===== config.mk =====
export PLATFORM = sky130hd
export DESIGN_NAME = zlt_top
export DESIGN_NICKNAME = d
export VERILOG_FILES = /design/src/zlt_pkg.sv /design/src/zlt_delay.sv /design/src/zlt_top.sv
export SDC_FILE = /design/constraint.sdc
export NUM_CORES = 1
export LEC_CHECK = 0
export BUFFER_PORTS_ARGS = -buffer_cell sky130_fd_sc_hd__buf_2
export CORE_MARGIN = 10
export CORE_UTILIZATION = 65
export DETAILED_ROUTE_END_ITERATION = 10
export GPL_ROUTABILITY_DRIVEN = 0
export PLACE_DENSITY = 0.86
export SLEW_MARGIN = 30
export SYNTH_ARGS = -nofsm -noshare
export SYNTH_HDL_FRONTEND = slang
export SYNTH_SLANG_ARGS = --single-unit

===== constraint.sdc =====
create_clock -name clock -period 6.5 [get_ports clock]
set_clock_uncertainty 0.15 [all_clocks]
set_input_delay 0.975 -clock clock [delete_from_list [all_inputs] [get_ports clock]]
set_output_delay 0.975 -clock clock [all_outputs]
set_load 0.05 [all_outputs]

===== src/zlt_pkg.sv =====
package zlt_pkg;
  // register indices (parameter index space)
  localparam logic [10:0] IDX_MF_CONFIG   = 11'h079;
  localparam logic [10:0] IDX_PROCESS_INPUT_DATA        = 11'h1e1;
  localparam logic [10:0] IDX_SEL_A       = 11'h439;
  localparam logic [10:0] IDX_SEL_B       = 11'h43a;
  localparam logic [10:0] IDX_COMB_A      = 11'h43b;
  localparam logic [10:0] IDX_COMB_B      = 11'h43c;
  localparam logic [10:0] IDX_MODE_A      = 11'h43d;
  localparam logic [10:0] IDX_MODE_B      = 11'h43e;
  localparam logic [10:0] IDX_TIME_A      = 11'h43f;
  localparam logic [10:0] IDX_TIME_B      = 11'h440;
  localparam logic [10:0] IDX_INV_A       = 11'h441;
  localparam logic [10:0] IDX_INV_B       = 11'h442;
  localparam logic [10:0] IDX_INV_EXT     = 11'h445;

  // selector codes: 0..3 zone results, 4 external input
  localparam logic [7:0]  SEL_EXT         = 8'h04;
  // combine codes
  localparam logic [7:0]  COMB_AND        = 8'h00;
  localparam logic [7:0]  COMB_OR         = 8'h01;
  // delay mode codes
  localparam logic [7:0]  MODE_DIRECT     = 8'h00;
  localparam logic [7:0]  MODE_ON_DELAY   = 8'h01;
  localparam logic [7:0]  MODE_OFF_DELAY  = 8'h02;
  localparam logic [7:0]  MODE_ON_OFF     = 8'h03;
  // multi-function pin codes
  localparam logic [7:0]  MF_OUTPUT_TWO   = 8'h00;
  localparam logic [7:0]  MF_EXT_INPUT    = 8'h01;
  localparam logic [7:0]  MF_HOLD         = 8'h02;
  localparam logic [7:0]  MF_TEACH        = 8'h03;
  localparam logic [7:0]  MF_ALARM        = 8'h04;

  // reset values
  localparam logic [7:0]  RST_MF_CONFIG   = 8'h00;
  localparam logic [7:0]  RST_SEL_A       = 8'h00;
  localparam logic [7:0]  RST_SEL_B       = 8'h01;
  localparam logic [7:0]  RST_COMB        = 8'h01;
  localparam logic [7:0]  RST_MODE        = 8'h00;
  localparam logic [15:0] RST_TIME        = 16'h0000;
  localparam logic [7:0]  RST_INV         = 8'h00;

  // process input data bit positions
  localparam int          PD_OUT_ONE      = 0;
  localparam int          PD_OUT_TWO      = 1;
  localparam int          PD_ZONE_LSB     = 2;

  // timing
  localparam int          CLK_HZ          = 100_000_000;
  localparam int          MS_PER_S        = 1000;
  localparam int          CYC_PER_MS      = CLK_HZ / MS_PER_S;
endpackage


===== src/zlt_delay.sv =====
`timescale 1ns/1ps
module zlt_delay #(
  parameter int          CYC_PER_MS = 100000
) (
  input  wire logic        clock,
  input  wire logic        rst_n,
  input  wire logic        din,
  input  wire logic [7:0]  mode,
  input  wire logic [15:0] time_ms,
  output logic             dout
);
  // ----------------------------------------
  // millisecond tick and delay counter
  // ----------------------------------------
  logic [16:0] pre_q, pre_d;
  logic [15:0] cnt_q, cnt_d;
  logic        out_q, out_d;
  logic        tick;
  logic        delay_rise;
  logic        delay_fall;

  assign tick = (pre_q == 17'(CYC_PER_MS - 1));

  always_comb begin
    delay_rise = (mode == zlt_pkg::MODE_ON_DELAY) || (mode == zlt_pkg::MODE_ON_OFF);
    delay_fall = (mode == zlt_pkg::MODE_OFF_DELAY) || (mode == zlt_pkg::MODE_ON_OFF);
    pre_d = tick ? 17'h0 : pre_q + 17'h1;
    cnt_d = cnt_q;
    out_d = out_q;
    if (din == out_q) begin
      // cancel pending change
      cnt_d = 16'h0;
      pre_d = 17'h0;
    end else if ((din && !delay_rise) || (!din && !delay_fall) || time_ms == 16'h0) begin
      out_d = din;
      cnt_d = 16'h0;
    // on/off delay
    end else if (tick) begin
      // time in ms
      if (cnt_q + 16'h1 >= time_ms) begin
        out_d = din;
        cnt_d = 16'h0;
      end else begin
        cnt_d = cnt_q + 16'h1;
      end
    end
  end

  always_ff @(posedge clock) begin
    if (!rst_n) begin
      pre_q <= 17'h0;
      cnt_q <= 16'h0;
      out_q <= 1'b0;
    end else begin
      pre_q <= pre_d;
      cnt_q <= cnt_d;
      out_q <= out_d;
    end
  end

  assign dout = out_q;
endmodule


===== src/zlt_top.sv =====
// Operation
// each selector picks one of four zone results or the external input
// combine selector a and b with and or or per channel
// each timer applies direct, on-delay or off-delay mode
// each timer delay set in milliseconds by its own time register
// enabled inverter inverts the timer result before the output
// inversion follows the timer; timer behaviour unchanged
// output one drives the shared pin unless that pin carries the link
// multi-function pin: output two, input, hold, teach or alarm
// multi-function pin as input becomes a selector source
// while hold is high interrupted beams stay latched
// during hold a beam only goes from 0 to 1
// hold low releases latching; data follow live beams
// multi-function pin in teach mode starts a teach-in
// alarm mode outputs masked diagnostic conditions on the pin
// optional inverter on the external input before the selectors
// multi-function pin configuration set through one parameter index
// report outputs and zones; settings at consecutive indices (code puts the external input inverter at 0x445, after a gap from 0x442)
// input returning before expiry cancels the pending change
`timescale 1ns/1ps
module zlt_top (
  input  wire logic        clock,
  input  wire logic        rst_n,
  // zone results and beams from the evaluation
  input  wire logic [3:0]  zone_state,
  input  wire logic [7:0]  beam_live,
  output logic [7:0]       beam_report,
  // diagnostic conditions and alarm mask
  input  wire logic [7:0]  diag_status,
  input  wire logic [7:0]  diag_mask,
  // parameter access
  input  wire logic        par_wr,
  input  wire logic [10:0] par_index,
  input  wire logic [15:0] par_wdata,
  output logic [15:0]      par_rdata,
  // shared pin one
  input  wire logic        link_active,
  output logic             switched_output_one,
  output logic             switched_output_one_oe,
  // multi-function pin
  input  wire logic        multi_function_pin_in,
  output logic             multi_function_pin_out,
  output logic             multi_function_pin_oe,
  output logic             teach_start
);
  // ----------------------------------------
  // settings registers
  // ----------------------------------------
  logic [7:0]  mf_cfg_q, mf_cfg_d;
  logic [7:0]  sel_a_q, sel_a_d, sel_b_q, sel_b_d;
  logic [7:0]  comb_a_q, comb_a_d, comb_b_q, comb_b_d;
  logic [7:0]  mode_a_q, mode_a_d, mode_b_q, mode_b_d;
  logic [15:0] time_a_q, time_a_d, time_b_q, time_b_d;
  logic [7:0]  inv_a_q, inv_a_d, inv_b_q, inv_b_d;
  logic [7:0]  inv_ext_q, inv_ext_d;

  always_comb begin
    mf_cfg_d  = mf_cfg_q;
    sel_a_d   = sel_a_q;
    sel_b_d   = sel_b_q;
    comb_a_d  = comb_a_q;
    comb_b_d  = comb_b_q;
    mode_a_d  = mode_a_q;
    mode_b_d  = mode_b_q;
    time_a_d  = time_a_q;
    time_b_d  = time_b_q;
    inv_a_d   = inv_a_q;
    inv_b_d   = inv_b_q;
    inv_ext_d = inv_ext_q;
    if (par_wr) begin
      unique case (par_index)
        // pin configuration
        zlt_pkg::IDX_MF_CONFIG: mf_cfg_d  = par_wdata[7:0];
        // consecutive settings up to inv b; external inverter at 0x445 after a gap
        zlt_pkg::IDX_SEL_A:     sel_a_d   = par_wdata[7:0];
        zlt_pkg::IDX_SEL_B:     sel_b_d   = par_wdata[7:0];
        zlt_pkg::IDX_COMB_A:    comb_a_d  = par_wdata[7:0];
        zlt_pkg::IDX_COMB_B:    comb_b_d  = par_wdata[7:0];
        zlt_pkg::IDX_MODE_A:    mode_a_d  = par_wdata[7:0];
        zlt_pkg::IDX_MODE_B:    mode_b_d  = par_wdata[7:0];
        zlt_pkg::IDX_TIME_A:    time_a_d  = par_wdata;
        zlt_pkg::IDX_TIME_B:    time_b_d  = par_wdata;
        zlt_pkg::IDX_INV_A:     inv_a_d   = par_wdata[7:0];
        zlt_pkg::IDX_INV_B:     inv_b_d   = par_wdata[7:0];
        zlt_pkg::IDX_INV_EXT:   inv_ext_d = par_wdata[7:0];
        // read-only and unmapped indices ignore writes
        default: ;
      endcase
    end
  end

  always_ff @(posedge clock) begin
    if (!rst_n) begin
      mf_cfg_q  <= zlt_pkg::RST_MF_CONFIG;
      sel_a_q   <= zlt_pkg::RST_SEL_A;
      sel_b_q   <= zlt_pkg::RST_SEL_B;
      comb_a_q  <= zlt_pkg::RST_COMB;
      comb_b_q  <= zlt_pkg::RST_COMB;
      mode_a_q  <= zlt_pkg::RST_MODE;
      mode_b_q  <= zlt_pkg::RST_MODE;
      time_a_q  <= zlt_pkg::RST_TIME;
      time_b_q  <= zlt_pkg::RST_TIME;
      inv_a_q   <= zlt_pkg::RST_INV;
      inv_b_q   <= zlt_pkg::RST_INV;
      inv_ext_q <= zlt_pkg::RST_INV;
    end else begin
      mf_cfg_q  <= mf_cfg_d;
      sel_a_q   <= sel_a_d;
      sel_b_q   <= sel_b_d;
      comb_a_q  <= comb_a_d;
      comb_b_q  <= comb_b_d;
      mode_a_q  <= mode_a_d;
      mode_b_q  <= mode_b_d;
      time_a_q  <= time_a_d;
      time_b_q  <= time_b_d;
      inv_a_q   <= inv_a_d;
      inv_b_q   <= inv_b_d;
      inv_ext_q <= inv_ext_d;
    end
  end

  // ----------------------------------------
  // pin synchroniser
  // ----------------------------------------
  // first stage is read only by the second
  logic mf_meta_q, mf_sync_q, mf_prev_q;

  always_ff @(posedge clock) begin
    if (!rst_n) begin
      mf_meta_q <= 1'b0;
      mf_sync_q <= 1'b0;
      mf_prev_q <= 1'b0;
    end else begin
      mf_meta_q <= multi_function_pin_in;
      mf_sync_q <= mf_meta_q;
      mf_prev_q <= mf_sync_q;
    end
  end

  // ----------------------------------------
  // selectors and combine stage
  // ----------------------------------------
  logic ext_in;
  logic src_a, src_b;
  logic comb_a, comb_b;

  // a code above the external input reads as low
  function automatic logic pick(input logic [7:0] sel, input logic [3:0] zone, input logic ext);
    if (sel < zlt_pkg::SEL_EXT) begin
      pick = zone[sel[1:0]];
    end else if (sel == zlt_pkg::SEL_EXT) begin
      pick = ext;
    end else begin
      pick = 1'b0;
    end
  endfunction

  function automatic logic combine(input logic [7:0] fn, input logic a, input logic b);
    combine = (fn == zlt_pkg::COMB_AND) ? (a & b) : (a | b);
  endfunction

  always_comb begin
    // pin as selectable source
    // external input inverter
    ext_in = (mf_cfg_q == zlt_pkg::MF_EXT_INPUT) ? (mf_sync_q ^ inv_ext_q[0]) : 1'b0;
    // source selection
    src_a  = pick(sel_a_q, zone_state, ext_in);
    src_b  = pick(sel_b_q, zone_state, ext_in);
    // R2 and or combine
    comb_a = combine(comb_a_q, src_a, src_b);
    comb_b = combine(comb_b_q, src_a, src_b);
  end

  // ----------------------------------------
  // delay timers and inverters
  // ----------------------------------------
  logic tmr_a, tmr_b;
  logic res_one, res_two;

  // timer channel a
  zlt_delay #(
    .CYC_PER_MS (zlt_pkg::CYC_PER_MS)
  ) u_delay_a (
    .clock   (clock),
    .rst_n   (rst_n),
    .din     (comb_a),
    .mode    (mode_a_q),
    .time_ms (time_a_q),
    .dout    (tmr_a)
  );

  // timer channel b
  zlt_delay #(
    .CYC_PER_MS (zlt_pkg::CYC_PER_MS)
  ) u_delay_b (
    .clock   (clock),
    .rst_n   (rst_n),
    .din     (comb_b),
    .mode    (mode_b_q),
    .time_ms (time_b_q),
    .dout    (tmr_b)
  );

  // output inversion
  // after the timer
  assign res_one = tmr_a ^ inv_a_q[0];
  assign res_two = tmr_b ^ inv_b_q[0];

  // ----------------------------------------
  // beam hold
  // ----------------------------------------
  logic       hold_on;
  logic [7:0] hold_q, hold_d;

  assign hold_on = (mf_cfg_q == zlt_pkg::MF_HOLD) && mf_sync_q;

  always_comb begin
    // latch interrupted beams
    // only 0 to 1
    // release follows live
    hold_d = hold_on ? (hold_q | beam_live) : beam_live;
  end

  always_ff @(posedge clock) begin
    if (!rst_n) begin
      hold_q <= 8'h00;
    end else begin
      hold_q <= hold_d;
    end
  end

  // ----------------------------------------
  // pin outputs and teach trigger
  // ----------------------------------------
  logic one_q, one_d, one_oe_q, one_oe_d;
  logic mf_out_q, mf_out_d, mf_oe_q, mf_oe_d;
  logic teach_q, teach_d;

  always_comb begin
    // shared pin yields to link
    one_d    = link_active ? 1'b0 : res_one;
    one_oe_d = !link_active;
    // pin function select
    unique case (mf_cfg_q)
      zlt_pkg::MF_OUTPUT_TWO: begin
        mf_out_d = res_two;
        mf_oe_d  = 1'b1;
      end
      zlt_pkg::MF_ALARM: begin
        // masked alarm
        mf_out_d = |(diag_status & diag_mask);
        mf_oe_d  = 1'b1;
      end
      default: begin
        mf_out_d = 1'b0;
        mf_oe_d  = 1'b0;
      end
    endcase
    // teach on rising edge
    teach_d = (mf_cfg_q == zlt_pkg::MF_TEACH) && mf_sync_q && !mf_prev_q;
  end

  always_ff @(posedge clock) begin
    if (!rst_n) begin
      one_q    <= 1'b0;
      one_oe_q <= 1'b0;
      mf_out_q <= 1'b0;
      mf_oe_q  <= 1'b0;
      teach_q  <= 1'b0;
    end else begin
      one_q    <= one_d;
      one_oe_q <= one_oe_d;
      mf_out_q <= mf_out_d;
      mf_oe_q  <= mf_oe_d;
      teach_q  <= teach_d;
    end
  end

  assign switched_output_one    = one_q;
  assign switched_output_one_oe = one_oe_q;
  assign multi_function_pin_out = mf_out_q;
  assign multi_function_pin_oe  = mf_oe_q;
  assign teach_start            = teach_q;
  assign beam_report            = hold_q;

  // ----------------------------------------
  // parameter read
  // ----------------------------------------
  logic [15:0] rdata_d, rdata_q;
  logic [7:0]  process_input_data;

  always_comb begin
    // process input data
    process_input_data = 8'h00;
    process_input_data[zlt_pkg::PD_OUT_ONE] = res_one;
    process_input_data[zlt_pkg::PD_OUT_TWO] = res_two;
    process_input_data[zlt_pkg::PD_ZONE_LSB +: 4] = zone_state;
    unique case (par_index)
      zlt_pkg::IDX_MF_CONFIG: rdata_d = {8'h00, mf_cfg_q};
      zlt_pkg::IDX_PROCESS_INPUT_DATA:      rdata_d = {8'h00, process_input_data};
      zlt_pkg::IDX_SEL_A:     rdata_d = {8'h00, sel_a_q};
      zlt_pkg::IDX_SEL_B:     rdata_d = {8'h00, sel_b_q};
      zlt_pkg::IDX_COMB_A:    rdata_d = {8'h00, comb_a_q};
      zlt_pkg::IDX_COMB_B:    rdata_d = {8'h00, comb_b_q};
      zlt_pkg::IDX_MODE_A:    rdata_d = {8'h00, mode_a_q};
      zlt_pkg::IDX_MODE_B:    rdata_d = {8'h00, mode_b_q};
      zlt_pkg::IDX_TIME_A:    rdata_d = time_a_q;
      zlt_pkg::IDX_TIME_B:    rdata_d = time_b_q;
      zlt_pkg::IDX_INV_A:     rdata_d = {8'h00, inv_a_q};
      zlt_pkg::IDX_INV_B:     rdata_d = {8'h00, inv_b_q};
      zlt_pkg::IDX_INV_EXT:   rdata_d = {8'h00, inv_ext_q};
      default:                rdata_d = 16'h0000;
    endcase
  end

  // registered read: data lag the index by one cycle but leave the pins glitch free
  always_ff @(posedge clock) begin
    if (!rst_n) begin
      rdata_q <= 16'h0000;
    end else begin
      rdata_q <= rdata_d;
    end
  end

  assign par_rdata = rdata_q;
endmodule


==> qor.yml <==
status: "finished clean"
leakage_nw: 4.15
design_area_mm2: 0.0120
power_density_mw_per_mm2: 235
num_antenna_cells: 0
post_cts_buffers: 0
end_kind: "register"
syn-instance-count: 1303
nets: 1452
overflow: 0
core_area_mm2: 0.0159
place.port_buffers: 88
clock-sinks: 212
seqCellArea_mm2: 0.00424
clock.fmax_mhz: 263
viasPerCell: 6.20
grt_pass1_wl_um: 47300
cts_resized: 0
antenna_left: 0
cts.htree.levels: 1
synth_top_family_by_area: "simple AND/OR/NAND/NOR gates"
grt_max_degree: 71
synthAdderAreaFrac_pct: 4.47
root_buffer: "clkbuf_16"
rsz0062_at_grt: "no"
syn2layout_area_growth_pct: 12.6
postPlaceCellArea_mm2: 0.0112
min_path_type: "reg2reg"
numCtsBuffers: 23
synth-edff-count: 0
antenna_found_initial: 1
yosys.area_share.simple_pct: 27.2
cts_tree: "built"
drtPass1Iterations: 5
synth-compound-area-share_pct: 17.9
finalCritPeriodShare_pct: 58.4
fin_setup_tns_ns: 0
drive_gt1_share_pct: 13.2
grt_use_total_pct: 25.6
maxCapViolations: 0
vias: 9835
synth_top_area_share_pct: 39.9
hold_violations: 0
fp.dieH_um: 148
post_drt_wl_per_cell_um: 18.3
path_clk_slew_ns: 0.06
start_util_pct: 66.8
synth.cell_area_mm2: 0.0106
path_class: "reg2reg"
arrival_ns: 4.03
die_area_mm2: 0.0219
wirelength_um: 29000
yosysMostFrequentCell: "nand2_1"
path_max_fanout: 14
nFillCells: 1184
synth.avg_cell_area_um2: 8.17
synth_ff_type: "dfxtp_1"
drt_iter0_drc: 1037
yosys.area_share.xor_xnor_pct: 5.28
async_flop_share_pct: 0
clockBufferDepth: 3
fin_crit_ns: 3.80
utilization_pct: 75.2
die_width_um: 148
multiInputGateArea_mm2: 0.00598
peakVddDrop_mv: 0.209
yosys-top-cells-area: "dfxtp_1 (40%), nand2_1 (8.3%), a21boi_0 (7.7%), nand3_1 (6.2%), ha_1 (4.2%)"
ctsHoldBuffers: 0
insertion_delay_ns: 0.51
synth-seq-cells: 212
grt_pass1_vias: 9495
cp-start-kind: "register"
syn_nets: 1399
yosysTopAreaCell: "dfxtp_1"
slew_violations: 0
setup_viol: 0
timing.hold.ws_ns: 0.248
ys_warn_count: 0
seq_area_frac_synth_pct: 39.9
slew_headroom_pct: 39.8
ys_types: 62
synth_common_cells: "nand2_1 (234), dfxtp_1 (212), nand3_1 (132)"
rows: 46
worstMarginPinSlew_ns: 0.896
dpl.hpwl_um: 19700
yosys-mux-area-fraction_pct: 0.987
drc: 0
io_pins: 89
cp.required_ns: 6.73
placed cells by master (no fill, tap or decap), drive strengths merged, types with 3 or more instances in the layout:
cell        n
o21ai      22
and2       15
a222oi      4
nand3     134
a221oi      9
and4        4
buf       100
a21oi      52
mux2i       3
a21boi    109
nand4bb     3
a22oi      41
clkbuf     25
nor3b       3
nor2b      19
nand2b      4
clkinvlp    3
ha         36
nor3       23
a211oi      4
and3       14
a22o        6
nor4       24
or3         4
xor2       34
inv        43
clkinv      8
dfxtp     212
nor2       82
a31oi      10
xnor2      28
o211ai      3
nand4b      3
nand4      26
nand2     235
bufinv      4
kinds of logic after synthesis:
group,after synthesis
mux,7
compound gates,268
xor+xnor,62
flops,212
simple gates,601
fa+ha+maj,38
buf+inv,115
routing by layer:
layer | track usage, % | vias up | share of wire, %
li1 | - | 4698 | -
met1 | 31.5 | 4593 | 39
met2 | 43.7 | 435 | 49
met3 | 4.18 | 107 | 8.3
met4 | 10.2 | 2 | 3.6
met5 | 0 | - | 0.038
area by class of cell:
class / instances / share of cell area (%)
repair buffers: 100 / 4.45
inverters: 43 / 1.35
multi-input cells: 976 / 49.9
clock buffers: 25 / 5.03
flip-flops and latches: 212 / 35.4
well taps: 216 / 2.25
clock inverters: 15 / 1.62
path summary, 6_finish.rpt:
kind / from / slack (ns) / end / cells past startpoint
setup / recovery: u_delay_b.cnt_q[0] / 2.70 / u_delay_b.cnt_q[5] / 13
hold / removal: mf_prev_q / 0.25 / teach_start / 1
setup reg to reg: u_delay_b.cnt_q[0] / 2.70 / u_delay_b.cnt_q[5] / 13
hold reg to reg: mf_prev_q / 0.25 / teach_start / 1
stage by stage:
step	total power [mW]	instances	setup WS (ns)
after floorplan	1.42	1303	3.05
after global placement	1.46	1547	2.93
after detailed placement	1.46	1547	2.72
after CTS	2.82	1587	2.70
after global routing	2.89	1587	2.41
final	2.82	1587	2.70
registers in the layout, summed over array words and instances, names as in the netlist, 16 cells and up:
register         cells
time_b_q            16
u_delay_a.pre_q     17
u_delay_b.pre_q     17
par_rdata           16
u_delay_a.cnt_q     16
time_a_q            16
u_delay_b.cnt_q     16
critical path, stage by stage, from the launching register on:
cell	delay, ns
dfxtp_1	0.39
ha_1	0.27
and3_1	0.21
nand3_1	0.15
or4_1	0.52
xnor2_1	0.16
ha_1	0.29
nand4_1	0.08
or2_2	0.29
a2111oi_0	0.54
nor4_2	0.15
buf_4	0.22
a21bo_2	0.20
a21oi_1	0.05
where the power goes:
part           switching, mW  internal (mW)
clock network          0.551          0.831
registers            0.00548           1.31
logic                 0.0824         0.0400
total                  0.639           2.18
Note: power is estimated with default switching activity, not from simulation.
